===== src/adc_link_pkg.sv =====
package adc_link_pkg;
	// result width, falling clock edge indices, full scale codes and synchronizer settings
	localparam int unsigned RESULT_BITS      = 16;
	localparam int unsigned EDGE_CNT_W       = 5;
	localparam logic [4:0]  EDGE_ZERO_BIT    = 5'h02;
	localparam logic [4:0]  EDGE_MSB         = 5'h03;
	localparam logic [4:0]  EDGE_ACQ         = 5'h12;
	localparam logic [4:0]  EDGE_MAX         = 5'h1F;
	localparam int unsigned ACQ_TRACK_PERIODS = 3;
	localparam logic [15:0] CODE_POS_FULL    = 16'h7FFF;
	localparam logic [15:0] CODE_NEG_FULL    = 16'h8000;
	localparam int unsigned SYNC_STAGES      = 2;
	localparam logic        SYNC_RESET_VAL   = 1'b1;
endpackage


===== src/pin_sync.sv =====
`timescale 1ns/100ps
module pin_sync #(
	parameter int unsigned WIDTH = 2
) (
	// clock and reset
	input  wire logic             clk_i,
	input  wire logic             rst_i,
	// pins
	input  wire logic [WIDTH-1:0] pin_i,
	output logic      [WIDTH-1:0] sync_o
);
	logic [WIDTH-1:0] meta_q;
	logic [WIDTH-1:0] meta_d;
	logic [WIDTH-1:0] sync_q;
	logic [WIDTH-1:0] sync_d;

	always_comb begin
		meta_d = pin_i;
		sync_d = meta_q;
	end

	// idle-high reset so no edge is seen at release
	always_ff @(posedge clk_i) begin
		if (rst_i) begin
			meta_q <= {WIDTH{adc_link_pkg::SYNC_RESET_VAL}};
			sync_q <= {WIDTH{adc_link_pkg::SYNC_RESET_VAL}};
		end else begin
			meta_q <= meta_d;
			sync_q <= sync_d;
		end
	end

	assign sync_o = sync_q;
endmodule // pin_sync


===== src/adc_serial_out.sv =====
`timescale 1ns/100ps
// Overview of operation
// RULE_01: frame runs from select low to high
// RULE_02: output released when idle and first period
// RULE_03: select fall samples input, one conversion
// RULE_04: convert 17 periods, acquire at 18th fall
// RULE_05: track input three periods, low power
// RULE_06: select falls clock high: first clock fall
// RULE_07: select falls clock low: counts as fall
// RULE_08: simultaneous falls enter conversion
// RULE_09: host never drops select on rising clock
// RULE_10: select high always means acquisition
// RULE_11: host waits acquisition time before next frame
// RULE_12: host may idle clock after last bit
// RULE_13: result is 16-bit two's complement
// RULE_14: zero at 2nd fall, MSB from 3rd
// RULE_15: host captures bits on rising edges
// RULE_16: select rise releases output, aborts conversion
// RULE_17: full scale codes 7FFF and 8000
// RULE_18: host clock twenty times sample rate
// RULE_19: edge count cleared while select high
module adc_serial_out (
	// clock and reset
	input  wire logic        clk_i,
	input  wire logic        rst_i,
	// link pins
	input  wire logic        frame_n_i,
	input  wire logic        sclk_i,
	output logic             dout_o,
	output logic             dout_oe_n_o,
	// analog side, already digitised two's complement code
	input  wire logic [15:0] sample_code_i,
	// phase status
	output logic             conversion_phase_o,
	output logic             acquisition_phase_o,
	output logic             tracking_o,
	output logic             sample_strobe_o
);
	logic [1:0] pins_s;
	logic       frame_n_s;
	logic       sclk_s;
	logic       frame_n_prev_q;
	logic       sclk_prev_q;
	logic       frame_fall;
	logic       sclk_fall;
	logic       frame_active;

	typedef enum {ST_IDLE, ST_WAIT_FALL, ST_CONV, ST_ACQ} phase_t;
	phase_t           state_q,   state_d;
	logic [4:0]       edge_q,    edge_d;
	logic [15:0]      shift_q,   shift_d;
	logic [1:0]       track_q,   track_d;
	logic             dout_q,    dout_d;
	logic             oe_n_q,    oe_n_d;
	logic             strobe_q,  strobe_d;

	pin_sync #(
		.WIDTH(2)
	) u_sync (
		.clk_i (clk_i),
		.rst_i (rst_i),
		.pin_i ({frame_n_i, sclk_i}),
		.sync_o(pins_s)
	);

	assign frame_n_s    = pins_s[1];
	assign sclk_s       = pins_s[0];
	assign frame_fall   = frame_n_prev_q && !frame_n_s; // RULE_01
	assign sclk_fall    = sclk_prev_q && !sclk_s;
	assign frame_active = !frame_n_s;

	function automatic logic [4:0] inc_sat(input logic [4:0] v);
		inc_sat = (v == adc_link_pkg::EDGE_MAX) ? v : v + 5'h01;
	endfunction

	always_comb begin
		state_d  = state_q;
		edge_d   = edge_q;
		shift_d  = shift_q;
		track_d  = track_q;
		dout_d   = dout_q;
		oe_n_d   = oe_n_q;
		strobe_d = 1'b0;
		if (!frame_active) begin
			// abort and release, count cleared
			state_d = ST_IDLE; // RULE_10 RULE_16
			edge_d  = 5'h00; // RULE_19
			oe_n_d  = 1'b1; // RULE_02 RULE_16
			dout_d  = 1'b0;
			// tracking keeps counting clock falls after release
			if (sclk_fall && track_q != 2'h0)
				track_d = track_q - 2'h1; // RULE_05
		end else if (frame_fall) begin
			// one sample per select fall
			shift_d  = sample_code_i; // RULE_03 RULE_13 RULE_17
			strobe_d = 1'b1;
			track_d  = 2'h0;
			oe_n_d   = 1'b1; // RULE_02
			if (!sclk_s || sclk_fall) begin
				// select fall stands in for first clock fall
				state_d = ST_CONV; // RULE_07 RULE_08
				edge_d  = 5'h01;
			end else begin
				state_d = ST_WAIT_FALL; // RULE_06
				edge_d  = 5'h00;
			end
		end else if (sclk_fall) begin
			case (state_q)
				ST_WAIT_FALL: begin
					state_d = ST_CONV; // RULE_06
					edge_d  = 5'h01;
				end
				ST_CONV, ST_ACQ: begin
					edge_d = inc_sat(edge_q); // RULE_19
					if (edge_d == adc_link_pkg::EDGE_ZERO_BIT) begin
						oe_n_d = 1'b0; // RULE_02 RULE_14
						dout_d = 1'b0;
					end else if (edge_d >= adc_link_pkg::EDGE_MSB &&
						edge_d <= adc_link_pkg::EDGE_ACQ) begin
						dout_d  = shift_q[15]; // RULE_14
						shift_d = {shift_q[14:0], 1'b0};
					end
					if (edge_d == adc_link_pkg::EDGE_ACQ) begin
						state_d = ST_ACQ; // RULE_04
						track_d = 2'(adc_link_pkg::ACQ_TRACK_PERIODS); // RULE_05
					end else if (state_q == ST_ACQ && track_q != 2'h0) begin
						track_d = track_q - 2'h1; // RULE_05
					end
				end
				default: state_d = state_q;
			endcase
		end
	end

	always_ff @(posedge clk_i) begin
		if (rst_i) begin
			state_q        <= ST_IDLE;
			edge_q         <= 5'h00;
			shift_q        <= 16'h0000;
			track_q        <= 2'h0;
			dout_q         <= 1'b0;
			oe_n_q         <= 1'b1;
			strobe_q       <= 1'b0;
			frame_n_prev_q <= 1'b1;
			sclk_prev_q    <= 1'b1;
		end else begin
			state_q        <= state_d;
			edge_q         <= edge_d;
			shift_q        <= shift_d;
			track_q        <= track_d;
			dout_q         <= dout_d;
			oe_n_q         <= oe_n_d;
			strobe_q       <= strobe_d;
			frame_n_prev_q <= frame_n_s;
			sclk_prev_q    <= sclk_s;
		end
	end

	logic conv_q;
	logic conv_d;
	logic acq_q;
	logic acq_d;
	logic trk_q;
	logic trk_d;

	always_comb begin
		conv_d = (state_d == ST_CONV); // RULE_04
		acq_d  = (state_d != ST_CONV); // RULE_10
		trk_d  = (track_d != 2'h0); // RULE_05
	end

	always_ff @(posedge clk_i) begin
		if (rst_i) begin
			conv_q <= 1'b0;
			acq_q  <= 1'b1;
			trk_q  <= 1'b0;
		end else begin
			conv_q <= conv_d;
			acq_q  <= acq_d;
			trk_q  <= trk_d;
		end
	end

	assign dout_o              = dout_q;
	assign dout_oe_n_o         = oe_n_q;
	assign sample_strobe_o     = strobe_q;
	assign conversion_phase_o  = conv_q;
	assign acquisition_phase_o = acq_q;
	assign tracking_o          = trk_q;

	property p_release_idle;
		@(posedge clk_i) disable iff (rst_i)
		frame_n_s |=> dout_oe_n_o;
	endproperty
	a_release_idle: assert property (p_release_idle) else $error("output driven while idle"); // RULE_02

	property p_idle_acq;
		@(posedge clk_i) disable iff (rst_i)
		frame_n_s |=> acquisition_phase_o && !conversion_phase_o;
	endproperty
	a_idle_acq: assert property (p_idle_acq) else $error("not acquiring while idle"); // RULE_10

	property p_one_sample;
		@(posedge clk_i) disable iff (rst_i)
		sample_strobe_o |=> !sample_strobe_o;
	endproperty
	a_one_sample: assert property (p_one_sample) else $error("double sample strobe"); // RULE_03

	property p_strobe_cause;
		@(posedge clk_i) disable iff (rst_i)
		sample_strobe_o |-> $past(frame_fall);
	endproperty
	a_strobe_cause: assert property (p_strobe_cause) else $error("strobe without select fall"); // RULE_01

	property p_fall_low_conv;
		@(posedge clk_i) disable iff (rst_i)
		frame_fall && !sclk_s |=> conversion_phase_o && edge_q == 5'h01;
	endproperty
	a_fall_low_conv: assert property (p_fall_low_conv) else $error("no conversion on low clock"); // RULE_07

	property p_fall_high_wait;
		@(posedge clk_i) disable iff (rst_i)
		frame_fall && sclk_s && !sclk_fall |=> !conversion_phase_o;
	endproperty
	a_fall_high_wait: assert property (p_fall_high_wait) else $error("converted before clock fall"); // RULE_06

	property p_acq_at_18;
		@(posedge clk_i) disable iff (rst_i)
		frame_active && edge_q == adc_link_pkg::EDGE_ACQ |-> state_q == ST_ACQ;
	endproperty
	a_acq_at_18: assert property (p_acq_at_18) else $error("not acquiring after 18th fall"); // RULE_04

	property p_enable_at_2;
		@(posedge clk_i) disable iff (rst_i)
		!dout_oe_n_o && frame_active |-> edge_q >= adc_link_pkg::EDGE_ZERO_BIT;
	endproperty
	a_enable_at_2: assert property (p_enable_at_2) else $error("driven before 2nd fall"); // RULE_14

	property p_count_clear;
		@(posedge clk_i) disable iff (rst_i)
		frame_n_s |=> edge_q == 5'h00;
	endproperty
	a_count_clear: assert property (p_count_clear) else $error("edge count not cleared"); // RULE_19
endmodule // adc_serial_out


===== config.mk =====
export PLATFORM = sky130hd
export DESIGN_NAME = adc_serial_out
export DESIGN_NICKNAME = d
export VERILOG_FILES = /design/src/adc_link_pkg.sv /design/src/pin_sync.sv /design/src/adc_serial_out.sv
export SDC_FILE = /design/constraint.sdc
export NUM_CORES = 1
export LEC_CHECK = 0
export ABC_AREA = 1
export BUFFER_PORTS_ARGS = -buffer_cell sky130_fd_sc_hd__buf_2
export CAP_MARGIN = 15
export CORE_ASPECT_RATIO = 0.6
export CORE_MARGIN = 1.5
export CORE_UTILIZATION = 40
export CTS_CLUSTER_DIAMETER = 100
export DETAILED_ROUTE_END_ITERATION = 10
export PLACE_DENSITY_LB_ADDON = 0.15
export SYNTH_ARGS = -nofsm -noshare
export SYNTH_HDL_FRONTEND = slang
export SYNTH_SLANG_ARGS = --single-unit

===== constraint.sdc =====
create_clock -name clk_i -period 2.2 [get_ports clk_i]
set_input_delay 0.33 -clock clk_i [delete_from_list [all_inputs] [get_ports clk_i]]
set_output_delay 0.33 -clock clk_i [all_outputs]
set_load 0.005 [all_outputs]

==> metrics <==
Core ar. 7297 um2; met3 WL 216 um; Die Area 8098 um2; Synth Flop Type dfxtp_1; Die H 70.31 um; Synth top cells by count nand2_1, dfxtp_1, nor2_1; Die X 115.2 um; clk_lat worst skew 0.33 ns; Layout fillers 733; Area Growth Syn to Fin 20.46%; syn avg cell area roughly 7.1 um2; WL met1 3671 um; routed wl met2 2526 um; Max Used Layer met4; initial antenna violation count 0; pin count of the biggest net entering global routing 43; Post-DRT Antenna Nets 0; Synth Cell Area 3020 um2; status finished clean; Remaining DRCs 0; Final nets 477; vias in the first global route 2344; hold path cells 2; Critical Path AT 2.25 ns; Pwr per Cell Area approximately 800 nW/um2; Iteration-0 DRC Markers between 150 and 200; GRT Residual Overflow 0; Setup Buffers After CTS 0; P_leak 1.602 nW; Worst-Margin Slew between 0.5 and 0.6 ns; # Max-Cap Violations 0; TritonCTS buffer count 9; worst flop-to-flop path startpoint edge_q[0]$_SDFFE_PP0P_; GRT Total Usage 17.73%; Max clock buf depth 2; hold_buf cts 0; Site Rows 24; dpl ws 0.09144 ns; Worst Hold End u_sync.meta_q[0]$_SDFF_PP1_; Yosys top cell by area dfxtp_1; DR WL/cell 11.47 um; min-delay src sclk_i; Initial Util 41.39%; CTS tree built; Max VDD drop about 0.50 mV; Post-Route Skew a little over 0.007 ns; Yosys warning total 0; FF-to-FF setup slack about 0.22 ns; most common cell in the netlist nand2_1; total power approximately 2.9 mW; Worst Hold Class input port to register; CTS root buffer clkbuf_16; Post-synth EDFFs 0; H-tree depth 3; distinct cell type count after synthesis 33; Fin. Hold Viols 0; setup TNS 0 ns; global-route wire length before repair 10980 um; register area share after synthesis between 40% and 50%; Post-Synthesis Cells 423; Yosys top cell area share 44.41%; Async SR Flop Fraction 0%; I/O Buffers 25; syn nets 446; clock tree sinks 67; clk slew on worst S/H paths 0.06 ns; vias per inst 4.574; RSZ-0062 raised after global routing false; Inserted Diodes 0; Routed WL 6459 um; dpl hpwl about 4600 um; post-route setup slack roughly 0.22 ns; Final Slew Violations 0; reg-to-reg endpoint shift_q[10]$_SDFFE_PP0P_; Tcrit/Tclk final 90.04%; CP Class register to register; IO Count 26; Worst EP required 2.47 ns; share of layout cells above drive strength 1 19.83%; Vias 2575; final RePlAce weighted congestion 0.7585; Max Fclk 504.8 MHz; final core occ 49.86%; critical path peak fanout 16; largest cells by area after synthesis dfxtp_1, nand2_1, nor2_1, inv_1, nand3_1; dpl cell area 3282 um2; final setup vio count 0; design area 3638 um2; minimum clock period 1.981 ns; worst rel slew slack 60.92%; iteration count of the initial detailed-routing pass 4; synthesized flop and latch total 67; Worst Setup Start Kind register; element type at the critical path end register; path depth of the worst reg2reg path 13
-- cells by family (layout without fill, tap and decap cells) --
kind of cell	Yosys count	after routing	synth area share (%)
AOI/OAI and AO/OA	41	41	9.031
xor gates and xnor gates	1	1	0.2900
adders and majority gates	3	3	1.243
buffers and inverters	62	98	8.285
DFF	67	67	44.41
and+or+nand+nor	249	249	36.74
-- critical path, stage by stage (launching register included) --
cell	delay, ns
dfxtp_2	0.38
ha_1	0.21
nand3_2	0.13
nor2_4	0.17
nor2_2	0.06
nand2_2	0.12
nor2_4	0.05
nand2_4	0.07
nand2_2	0.06
nor2_4	0.17
nand2_8	0.14
nand2_8	0.14
nand2_1	0.09
a21oi_2	0.11
-- state kept, by name (all words and copies together) (netlist names) --
name and cells:
u_sync.sync_o 2, conversion_phase_o 1, dout_oe_n_o 1, sample_strobe_o 1, shift_q 16, u_sync.meta_q 2, tracking_o 1, state_q 32
dout_o 1, frame_n_prev_q 1, edge_q 5, sclk_prev_q 1, acquisition_phase_o 1, track_q 2
-- worst max path at each step --
stage,startpoint,end,slack (ns)
6_report,edge_q[0]$_SDFFE_PP0P_,shift_q[10]$_SDFFE_PP0P_,0.22
5_1_grt,edge_q[0]$_SDFFE_PP0P_,shift_q[8]$_SDFFE_PP0P_,0.04
4_1_cts,edge_q[0]$_SDFFE_PP0P_,shift_q[10]$_SDFFE_PP0P_,0.09
3_5_place_dp,edge_q[0]$_SDFFE_PP0P_,shift_q[10]$_SDFFE_PP0P_,0.09
3_3_place_gp,edge_q[0]$_SDFFE_PP0P_,shift_q[10]$_SDFFE_PP0P_,0.18
2_1_floorplan,edge_q[0]$_SDFFE_PP0P_,shift_q[10]$_SDFFE_PP0P_,0.36
-- metal layers --
layer | up-vias | track usage (%)
met5 | - | 0
met4 | 0 | 6.996
met3 | 4 | 5.729
met2 | 34 | 23.08
met1 | 1148 | 26.47
li1 | 1389 | -
-- area by class of cell --
cell class,instances,area [um2],area share (%)
Clock inverter,5,83.83,2.304
Inverter,49,183.9,5.055
Tap cell,104,130.1,3.576
Multi-Input combinational cell,294,1446,39.75
Clock buffer,11,252.7,6.946
Timing Repair Buffer,33,197.7,5.433
Sequential cell,67,1344,36.93
-- cells in the final DEF (no fill, tap or decap), types with 9 or more instances in the layout --
cell type / synthesis / final
nand2_1: 121 / 121
dfxtp_1: 67 / 65
nor2_1: 61 / 61
inv_1: 46 / 46
nand3_1: 25 / 25
buf_2: 2 / 25
o21ai_0: 10 / 10
a21oi_1: 10 / 10
a21oi_2: 10 / 10
clkbuf_16: 0 / 9
-- what timing repair did --
item,CTS,global route
setup endpoints to repair,0,13
resized for setup,0,4
hold endpoints to repair,0,0
-- through the flow --
stage               instances  hold WS (ns)
floorplan                 423        0.3895
global placement          547        0.3976
detailed placement        547        0.3936
CTS                       563        0.1576
global route              563        0.1647
finish                    563        0.1728
-- power by group --
group / switching, mW / leakage [nW] / internal, mW / total (mW)
sequential: 0.00462 / 0.542 / 1.22 / 1.23
clock: 0.530 / 0.158 / 1.06 / 1.59
combinational: 0.0643 / 0.901 / 0.0372 / 0.102
(Power assumes the default switching activity.)
